--- src/tmwoc_map.svh ---
// Register offsets, field positions, reset values and mode codes of the waveform timer.
`ifndef TMWOC_MAP_SVH
`define TMWOC_MAP_SVH

`define TMWOC_ADR_CTL_A     8'h00
`define TMWOC_ADR_CTL_B     8'h04
`define TMWOC_ADR_MATCH_A   8'h08
`define TMWOC_ADR_MATCH_B   8'h0c
`define TMWOC_ADR_COUNT     8'h10
`define TMWOC_ADR_STATUS    8'h14
`define TMWOC_ADR_MASK      8'h18
`define TMWOC_ADR_PORT_DIR  8'h1c
`define TMWOC_ADR_PORT_DATA 8'h20

`define TMWOC_OMA_HI        7
`define TMWOC_OMA_LO        6
`define TMWOC_OMB_HI        5
`define TMWOC_OMB_LO        4
`define TMWOC_WML_HI        1
`define TMWOC_WML_LO        0
`define TMWOC_CTLB_WMH      3
`define TMWOC_CTLB_RUN      0
`define TMWOC_CTL_A_WMASK   8'hf3

`define TMWOC_ST_OVF        0
`define TMWOC_ST_MA         1
`define TMWOC_ST_MB         2
`define TMWOC_PIN_A         0
`define TMWOC_PIN_B         1

`define TMWOC_RST_BYTE      8'h00
`define TMWOC_RST_WORD      32'h0000_0000
`define TMWOC_MAX           8'hff
`define TMWOC_BOTTOM        8'h00
`define TMWOC_ONE           8'h01

`define TMWOC_MODE_NORMAL   3'h0
`define TMWOC_MODE_PC_FF    3'h1
`define TMWOC_MODE_CTC      3'h2
`define TMWOC_MODE_FAST_FF  3'h3
`define TMWOC_MODE_RSV4     3'h4
`define TMWOC_MODE_PC_MA    3'h5
`define TMWOC_MODE_RSV6     3'h6
`define TMWOC_MODE_FAST_MA  3'h7

`endif

--- src/tmwoc_pkg.sv ---
// Types shared by the waveform timer design.
package tmwoc_pkg;

    typedef enum logic [2:0] {
        KIND_NORMAL,
        KIND_CTC,
        KIND_FAST,
        KIND_PHASE,
        KIND_HOLD
    } tmwoc_kind_type;

    typedef struct packed {
        logic [7:0]  ctl_a;
        logic        hi_bit;
        logic        run;
        logic [7:0]  buf_a;
        logic [7:0]  buf_b;
        logic [7:0]  act_a;
        logic [7:0]  act_b;
        logic [7:0]  cnt;
        logic        down;
        logic        wave_a;
        logic        wave_b;
        logic [2:0]  status;
        logic [2:0]  mask;
        logic [1:0]  dir;
        logic [1:0]  port;
        logic        pin_a;
        logic        pin_b;
        logic        oe_a;
        logic        oe_b;
        logic        ack;
        logic [31:0] dat;
        logic        irq;
    } tmwoc_state_type;

endpackage : tmwoc_pkg

--- src/tmwoc_top.sv ---
// Eight-bit waveform timer with output mode decode behind a classic Wishbone slave.
`timescale 1ns/1ps
`include "tmwoc_map.svh"

module tmwoc_top (
    input  wire logic        clk_i,
    input  wire logic        rst_i,
    input  wire logic        wb_cyc_i,
    input  wire logic        wb_stb_i,
    input  wire logic        wb_we_i,
    input  wire logic [7:0]  wb_adr_i,
    input  wire logic [3:0]  wb_sel_i,
    input  wire logic [31:0] wb_dat_i,
    output logic      [31:0] wb_dat_o,
    output logic             wb_ack_o,
    output logic             irq_o,
    output logic             wave_out_pin_a_o,
    output logic             wave_out_pin_a_oe_o,
    output logic             wave_out_pin_b_o,
    output logic             wave_out_pin_b_oe_o
);

    tmwoc_pkg::tmwoc_state_type st_ff;
    tmwoc_pkg::tmwoc_state_type nxt_st;

    function automatic tmwoc_pkg::tmwoc_kind_type mode_kind(input logic [2:0] mode);
        tmwoc_pkg::tmwoc_kind_type k;
        k = tmwoc_pkg::KIND_HOLD;
        unique case (mode)
            `TMWOC_MODE_NORMAL:  k = tmwoc_pkg::KIND_NORMAL;
            `TMWOC_MODE_CTC:     k = tmwoc_pkg::KIND_CTC;
            `TMWOC_MODE_FAST_FF: k = tmwoc_pkg::KIND_FAST;
            `TMWOC_MODE_FAST_MA: k = tmwoc_pkg::KIND_FAST;
            `TMWOC_MODE_PC_FF:   k = tmwoc_pkg::KIND_PHASE;
            `TMWOC_MODE_PC_MA:   k = tmwoc_pkg::KIND_PHASE;
            `TMWOC_MODE_RSV4:    k = tmwoc_pkg::KIND_HOLD;
            `TMWOC_MODE_RSV6:    k = tmwoc_pkg::KIND_HOLD;
        endcase
        return k;
    endfunction : mode_kind

    function automatic logic [7:0] top_of(input logic [2:0] mode, input logic [7:0] act_a);
        logic [7:0] t;
        t = `TMWOC_MAX;
        if (mode == `TMWOC_MODE_CTC || mode == `TMWOC_MODE_PC_MA ||
            mode == `TMWOC_MODE_FAST_MA) begin
            t = act_a;
        end
        return t;
    endfunction : top_of

    // One channel's next output level for a single count step.
    function automatic logic chan_next(
        input logic                      wave,
        input logic [1:0]                fld,
        input logic                      is_a,
        input tmwoc_pkg::tmwoc_kind_type kind,
        input logic                      hi,
        input logic                      match,
        input logic                      at_top,
        input logic                      at_bottom,
        input logic                      down,
        input logic                      act_is_top
    );
        logic w;
        logic special;
        logic toggle_ok;
        w = wave;
        special = act_is_top && fld[1];
        toggle_ok = is_a && hi && (fld == 2'b01);
        unique case (kind)
            tmwoc_pkg::KIND_NORMAL,
            tmwoc_pkg::KIND_CTC: begin
                if (match) begin
                    unique case (fld)
                        2'b00: w = wave;
                        2'b01: w = ~wave;
                        2'b10: w = 1'b0;
                        2'b11: w = 1'b1;
                    endcase
                end
            end
            tmwoc_pkg::KIND_FAST: begin
                if (fld[1]) begin
                    if (at_bottom) begin
                        w = ~fld[0];
                    end
                    if (match && !special) begin
                        w = fld[0];
                    end
                end else if (toggle_ok && match) begin
                    w = ~wave;
                end
            end
            tmwoc_pkg::KIND_PHASE: begin
                if (fld[1]) begin
                    if (special) begin
                        if (at_top) begin
                            w = ~fld[0];
                        end
                    end else if (match) begin
                        w = down ? ~fld[0] : fld[0];
                    end
                end else if (toggle_ok && match) begin
                    w = ~wave;
                end
            end
            tmwoc_pkg::KIND_HOLD: begin
                w = wave;
            end
        endcase
        return w;
    endfunction : chan_next

    logic [2:0]                mode;
    tmwoc_pkg::tmwoc_kind_type kind;
    logic [7:0]                top;
    logic                      tick;
    logic                      at_top;
    logic                      at_bottom;
    logic                      at_max;
    logic                      match_a;
    logic                      match_b;
    logic                      ovf_hit;
    logic                      bus_hit;
    logic                      wr_go;
    logic [7:0]                wbyte;
    logic [7:0]                rbyte;
    logic [7:0]                ctl_b_rd;
    logic [2:0]                w1c;

    always_comb begin
        nxt_st = st_ff;
        mode = {st_ff.hi_bit, st_ff.ctl_a[`TMWOC_WML_HI:`TMWOC_WML_LO]};
        kind = mode_kind(mode);
        top = top_of(mode, st_ff.act_a);
        tick = st_ff.run && (kind != tmwoc_pkg::KIND_HOLD);
        at_top = (st_ff.cnt == top);
        at_bottom = (st_ff.cnt == `TMWOC_BOTTOM);
        at_max = (st_ff.cnt == `TMWOC_MAX);
        match_a = tick && (st_ff.cnt == st_ff.act_a);
        match_b = tick && (st_ff.cnt == st_ff.act_b);

        // Counting sequence.
        if (tick) begin
            unique case (kind)
                tmwoc_pkg::KIND_NORMAL: begin
                    nxt_st.cnt = st_ff.cnt + `TMWOC_ONE;
                    nxt_st.down = 1'b0;
                end
                tmwoc_pkg::KIND_CTC,
                tmwoc_pkg::KIND_FAST: begin
                    nxt_st.cnt = at_top ? `TMWOC_BOTTOM : st_ff.cnt + `TMWOC_ONE;
                    nxt_st.down = 1'b0;
                end
                tmwoc_pkg::KIND_PHASE: begin
                    // A TOP of zero would otherwise bounce through 0xff.
                    if (at_top && at_bottom) begin
                        nxt_st.cnt = `TMWOC_BOTTOM;
                    end else if (!st_ff.down) begin
                        if (at_top) begin
                            nxt_st.down = 1'b1;
                            nxt_st.cnt = st_ff.cnt - `TMWOC_ONE;
                        end else begin
                            nxt_st.cnt = st_ff.cnt + `TMWOC_ONE;
                        end
                    end else begin
                        if (at_bottom) begin
                            nxt_st.down = 1'b0;
                            nxt_st.cnt = st_ff.cnt + `TMWOC_ONE;
                        end else begin
                            nxt_st.cnt = st_ff.cnt - `TMWOC_ONE;
                        end
                    end
                end
                tmwoc_pkg::KIND_HOLD: begin
                    nxt_st.cnt = st_ff.cnt;
                end
            endcase
        end

        // Overflow moment per mode.
        ovf_hit = 1'b0;
        if (tick) begin
            unique case (mode)
                `TMWOC_MODE_NORMAL,
                `TMWOC_MODE_CTC,
                `TMWOC_MODE_FAST_FF: ovf_hit = at_max;
                `TMWOC_MODE_PC_FF,
                `TMWOC_MODE_PC_MA:   ovf_hit = st_ff.down && at_bottom;
                `TMWOC_MODE_FAST_MA: ovf_hit = at_top;
                `TMWOC_MODE_RSV4,
                `TMWOC_MODE_RSV6:    ovf_hit = 1'b0;
            endcase
        end

        // Waveform outputs.
        if (tick) begin
            nxt_st.wave_a = chan_next(st_ff.wave_a,
                                      st_ff.ctl_a[`TMWOC_OMA_HI:`TMWOC_OMA_LO], 1'b1,
                                      kind, st_ff.hi_bit, match_a, at_top,
                                      at_bottom, st_ff.down, st_ff.act_a == top);
            nxt_st.wave_b = chan_next(st_ff.wave_b,
                                      st_ff.ctl_a[`TMWOC_OMB_HI:`TMWOC_OMB_LO], 1'b0,
                                      kind, st_ff.hi_bit, match_b, at_top,
                                      at_bottom, st_ff.down, st_ff.act_b == top);
        end

        // Compare value takes effect per mode; PWM modes hold it back to avoid glitches.
        unique case (kind)
            tmwoc_pkg::KIND_NORMAL,
            tmwoc_pkg::KIND_CTC,
            tmwoc_pkg::KIND_HOLD: begin
                nxt_st.act_a = st_ff.buf_a;
                nxt_st.act_b = st_ff.buf_b;
            end
            tmwoc_pkg::KIND_PHASE: begin
                if (tick && at_top && !st_ff.down) begin
                    nxt_st.act_a = st_ff.buf_a;
                    nxt_st.act_b = st_ff.buf_b;
                end
            end
            tmwoc_pkg::KIND_FAST: begin
                if (tick && at_top) begin
                    nxt_st.act_a = st_ff.buf_a;
                    nxt_st.act_b = st_ff.buf_b;
                end
            end
        endcase

        // Wishbone slave: read data latched with ack, write applied at the acked edge.
        bus_hit = wb_cyc_i && wb_stb_i;
        nxt_st.ack = bus_hit && !st_ff.ack;
        wr_go = st_ff.ack && bus_hit && wb_we_i && wb_sel_i[0];
        wbyte = wb_dat_i[7:0];
        w1c = 3'h0;
        ctl_b_rd = `TMWOC_RST_BYTE;
        ctl_b_rd[`TMWOC_CTLB_WMH] = st_ff.hi_bit;
        ctl_b_rd[`TMWOC_CTLB_RUN] = st_ff.run;
        rbyte = `TMWOC_RST_BYTE;
        unique case (wb_adr_i)
            `TMWOC_ADR_CTL_A:     rbyte = st_ff.ctl_a & `TMWOC_CTL_A_WMASK;
            `TMWOC_ADR_CTL_B:     rbyte = ctl_b_rd;
            `TMWOC_ADR_MATCH_A:   rbyte = st_ff.buf_a;
            `TMWOC_ADR_MATCH_B:   rbyte = st_ff.buf_b;
            `TMWOC_ADR_COUNT:     rbyte = st_ff.cnt;
            `TMWOC_ADR_STATUS:    rbyte = {5'h00, st_ff.status};
            `TMWOC_ADR_MASK:      rbyte = {5'h00, st_ff.mask};
            `TMWOC_ADR_PORT_DIR:  rbyte = {6'h00, st_ff.dir};
            `TMWOC_ADR_PORT_DATA: rbyte = {6'h00, st_ff.port};
            default:              rbyte = `TMWOC_RST_BYTE;
        endcase
        if (bus_hit && !st_ff.ack) begin
            nxt_st.dat = {24'h000000, rbyte};
        end

        if (wr_go) begin
            unique case (wb_adr_i)
                `TMWOC_ADR_CTL_A: begin
                    nxt_st.ctl_a = wbyte & `TMWOC_CTL_A_WMASK;
                end
                `TMWOC_ADR_CTL_B: begin
                    nxt_st.hi_bit = wbyte[`TMWOC_CTLB_WMH];
                    nxt_st.run = wbyte[`TMWOC_CTLB_RUN];
                end
                `TMWOC_ADR_MATCH_A:   nxt_st.buf_a = wbyte;
                `TMWOC_ADR_MATCH_B:   nxt_st.buf_b = wbyte;
                `TMWOC_ADR_COUNT:     nxt_st.cnt = wbyte;
                `TMWOC_ADR_STATUS:    w1c = wbyte[2:0];
                `TMWOC_ADR_MASK:      nxt_st.mask = wbyte[2:0];
                `TMWOC_ADR_PORT_DIR:  nxt_st.dir = wbyte[1:0];
                `TMWOC_ADR_PORT_DATA: nxt_st.port = wbyte[1:0];
                default: begin
                    nxt_st.mask = st_ff.mask;
                end
            endcase
        end

        // Sticky events; a new event in the clearing cycle survives the clear.
        nxt_st.status = st_ff.status & ~w1c;
        nxt_st.status[`TMWOC_ST_OVF] = nxt_st.status[`TMWOC_ST_OVF] | ovf_hit;
        nxt_st.status[`TMWOC_ST_MA] = nxt_st.status[`TMWOC_ST_MA] | match_a;
        nxt_st.status[`TMWOC_ST_MB] = nxt_st.status[`TMWOC_ST_MB] | match_b;
        nxt_st.irq = |(nxt_st.status & nxt_st.mask);

        // Pin mux; the driver itself is only enabled by software's direction bit.
        nxt_st.pin_a = (|nxt_st.ctl_a[`TMWOC_OMA_HI:`TMWOC_OMA_LO]) ?
                       nxt_st.wave_a : nxt_st.port[`TMWOC_PIN_A];
        nxt_st.pin_b = (|nxt_st.ctl_a[`TMWOC_OMB_HI:`TMWOC_OMB_LO]) ?
                       nxt_st.wave_b : nxt_st.port[`TMWOC_PIN_B];
        nxt_st.oe_a = nxt_st.dir[`TMWOC_PIN_A];
        nxt_st.oe_b = nxt_st.dir[`TMWOC_PIN_B];
    end

    always_ff @(posedge clk_i) begin
        if (rst_i) begin
            st_ff <= '0;
        end else begin
            st_ff <= nxt_st;
        end
    end

    assign wb_dat_o = st_ff.dat;
    assign wb_ack_o = st_ff.ack;
    assign irq_o = st_ff.irq;
    assign wave_out_pin_a_o = st_ff.pin_a;
    assign wave_out_pin_a_oe_o = st_ff.oe_a;
    assign wave_out_pin_b_o = st_ff.pin_b;
    assign wave_out_pin_b_oe_o = st_ff.oe_b;

endmodule : tmwoc_top

--- config.mk ---
export PLATFORM = sky130hd
export DESIGN_NAME = tmwoc_top
export DESIGN_NICKNAME = d
export VERILOG_FILES = /design/src/tmwoc_pkg.sv /design/src/tmwoc_top.sv
export VERILOG_INCLUDE_DIRS = /design/src
export SDC_FILE = /design/constraint.sdc
export NUM_CORES = 1
export LEC_CHECK = 0
export BUFFER_PORTS_ARGS = -buffer_cell sky130_fd_sc_hd__clkbuf_2
export CAP_MARGIN = 10
export CORE_MARGIN = 5
export CORE_UTILIZATION = 45
export DETAILED_ROUTE_END_ITERATION = 16
export PLACE_DENSITY = 0.66
export SLEW_MARGIN = 10
export SYNTH_ARGS = -nofsm -noshare
export SYNTH_HDL_FRONTEND = slang
export SYNTH_SLANG_ARGS = --single-unit
--- constraint.sdc ---
create_clock -name clk_i -period 3.2 [get_ports clk_i]
set_input_delay 0.16 -clock clk_i [delete_from_list [all_inputs] [get_ports clk_i]]
set_output_delay 0.16 -clock clk_i [all_outputs]
set_load 0.01 [all_outputs]
==> impl_metrics.env <==
export IMPL_outcome="finished clean"
export IMPL_setup_violations_final=0
export IMPL_grt_pass1_wl_mm=25.2
export IMPL_n_fill_cell=1109
export IMPL_synthArstFlopShare_pct=0
export IMPL_antenna_found_initial=0
export IMPL_rsz0062_at_grt="yes"
export IMPL_crit_arrival_ps=3280
export IMPL_hold_buffers=0
export IMPL_yosysSeqAreaShare_pct=28.4
export IMPL_num_vias=4992
export IMPL_setup_ws_ps=138
export IMPL_drt_iter0_drc=523
export IMPL_syn_to_final_growth_pct=10.8
export IMPL_fin_area_mm2=0.00570
export IMPL_maxCapViolCount=0
export IMPL_pin_count=87
export IMPL_pre_cts_ws_ps=51.4
export IMPL_synth_seq_cells=73
export IMPL_grt_overflow=0
export IMPL_worst_pin_slew_ps=749
export IMPL_fin_nets=746
export IMPL_drive_gt1_share_pct=16.4
export IMPL_cp_common_cell="buf_4"
export IMPL_setup_tns_ps=0
export IMPL_synth_distinct_cells=78
export IMPL_h_tree_depth=3
export IMPL_worstSetupPathType="flip-flop to flip-flop"
export IMPL_fin_crit_sh_pct=95.7
export IMPL_globalRouteTotalUtil_pct=24.0
export IMPL_antenna_cells=0
export IMPL_synthTopCellsByArea="dfxtp_1 28%, mux2i_1 7.0%, nor2_1 5.5%"
export IMPL_critPathTopFamily="compound AO/OA/AOI/OAI gates"
export IMPL_globalplace_congestion=0.953
export IMPL_cts_root_buf="clkbuf_16"
export IMPL_max_freq_mhz=327
export IMPL_cp_cell_sequence="inv_2 > ha_1 > nor3b_1 > buf_4 > or2_1 > a32oi_2 > a2bb2oi_4 > nand2_4 > o32a_1 > buf_4 > mux2i_1 > nor2_1"
export IMPL_cp_slowest_cell="dfxtp_1"
export IMPL_cts_num_sinks=73
export IMPL_cp_buffers_inverters=3
export IMPL_grt_max_degree=34
export IMPL_synth_area_leader_cell="dfxtp_1"
export IMPL_syn_area_per_cell_um2=7.69
export IMPL_wire_per_inst_um=19.2
export IMPL_start_kind="flip-flop"
export IMPL_path_clk_slew_ps=70
export IMPL_fin_crit_ps=3060
export IMPL_post_route_drc_count=0
export IMPL_clk_path_buf_depth=2
export IMPL_initial_core_util_pct=45.4
export IMPL_num_rows=39
export IMPL_endpoint_kind="flip-flop"
export IMPL_vias_per_cell=5.96
export IMPL_worstPathRequired_ps=3420
export IMPL_p_leak_nw=2.13
export IMPL_cts_tree="yes"
export IMPL_dp_hpwl_mm=11.6
export IMPL_die_area_mm2=0.0137
export IMPL_hold_path_class="primary input to flip-flop"
export IMPL_synthesis_area_mm2=0.00514
export IMPL_cts_buffers=9
export IMPL_io_buffers=35
export IMPL_syn_inst=669
export IMPL_max_slew_margin_pct=50.1
export IMPL_insertion_delay_ps=340
export IMPL_yosysTopAreaCellShare_pct=28.4
export IMPL_hold_viol_final=0
export IMPL_worst_path_max_fanout=16
export IMPL_fin_skew_ps=8.16
export IMPL_ant_nets=0
export IMPL_peakVddDrop_v=0.000301
export IMPL_drt_first_pass_iters=7
export IMPL_synth_flop_cell="dfxtp_1"
export IMPL_synth_edf_count=0
export IMPL_die_h_um=117
export IMPL_p_per_area_mw_per_mm2=365
export IMPL_slowest_delay_ps=420
export IMPL_final_max_slew_viol_count=0
export IMPL_die_w_um=117
export IMPL_placed_area_mm2=0.00534
export IMPL_grt_pass1_vias=4600
export IMPL_routed_wl_mm=16.1
export IMPL_synth_warning_count=0
export IMPL_core_area_mm2=0.0113
-- synthesized netlist by cell type (7+ instances only) --
| cell | instances |
|---|---|
| a21oi_1 | 53 |
| a221oi_1 | 8 |
| a22oi_1 | 8 |
| a31oi_1 | 7 |
| and3_1 | 10 |
| buf_2 | 7 |
| buf_4 | 32 |
| clkbuf_1 | 41 |
| dfxtp_1 | 73 |
| ha_1 | 8 |
| inv_1 | 17 |
| mux2i_1 | 36 |
| nand2_1 | 55 |
| nand3_1 | 30 |
| nor2_1 | 75 |
| nor2b_1 | 8 |
| nor3_1 | 22 |
| nor4_1 | 9 |
| o21ai_0 | 15 |
| o31ai_1 | 9 |
| xnor2_1 | 18 |
-- metrics by stage --
step / total power [W] / utilization (%) / std cells / hold WS [ps]
final: 0.00208 / 50.3 / 837 / 202
after global placement: 0.00110 / 47.2 / 815 / 459
after floorplan: 0.00106 / - / 692 / 304
after detailed placement: 0.00110 / 47.2 / 815 / 465
after global routing: 0.00215 / 50.3 / 837 / 203
after CTS: 0.00209 / 49.8 / 831 / 192
-- routing by layer --
metal | GRT usage, % | share of wire, % | wire [um]
met1 | 31.7 | 44 | 7080
met2 | 37.6 | 45 | 7190
met3 | 4.73 | 7.1 | 1140
met4 | 11.3 | 4.2 | 672
met5 | 0 | 0 | 0
-- cells in the final DEF (no fill, tap or decap), types with 10 or more instances in the layout --
cell / count
inv_1: 16
nor3_1: 22
clkbuf_2: 35
buf_4: 39
nand2_1: 55
a21oi_1: 53
nor2_1: 75
and3_1: 10
xnor2_1: 18
o21ai_0: 15
conb_1: 24
dfxtp_1: 73
mux2i_1: 36
nand3_1: 30
-- flip-flops by register name (all words and copies together) (netlist names) --
register	flops
st_ff	57
mode	2
wave_out_pin_b_o	1
wave_out_pin_a_o	1
irq_o	1
wb_dat_o	8
ctl_b_rd	2
wb_ack_o	1
-- area by class of cell --
cell class | instances | area, um^2 | area share [%]
clock buffers | 9 | 225 | 3.95
well taps | 143 | 179 | 3.14
clock inverters | 7 | 70.1 | 1.23
flip-flops and latches | 73 | 1460 | 25.6
inverters | 17 | 63.8 | 1.12
multi-input cells | 514 | 3230 | 56.7
repair buffers | 74 | 468 | 8.21
-- tightest hold or removal path, cell delays in order --
cell and delay, ps:
clkbuf_2 180, mux2i_1 100, nor2_1 70
-- path summary, 6_finish.rpt --
path | from | end | slack (ps) | cells past startpoint
max | mode[1] | st_ff[69] | 140 | 12
min | wb_dat_i[3] | st_ff[78] | 200 | 3
max reg2reg | mode[1] | st_ff[69] | 140 | 12
min reg2reg | st_ff[85] | st_ff[85] | 480 | 2
-- report_power, final --
group          total [W]  switching [W]  internal, W
registers       0.000922     0.00000889     0.000914
logic           0.000161       0.000108    0.0000533
clock network   0.000997       0.000450     0.000547
-- cell families after synthesis --
logic type	count (synthesis)	synth area share (%)
mux	40	7.88
buf+inv	105	10.8
flops	73	28.4
fa+ha+maj	8	1.95
simple gates	261	25.9
compound gates	158	21.1
xor+xnor	23	3.92
other cells	1	0.0729
-- repair_timing --
item | in CTS | in global routing
gates resized for setup | 0 | 4
setup buffers | 0 | 6
setup endpoints to repair | 0 | 21
Power figures use the tool's default switching activity.
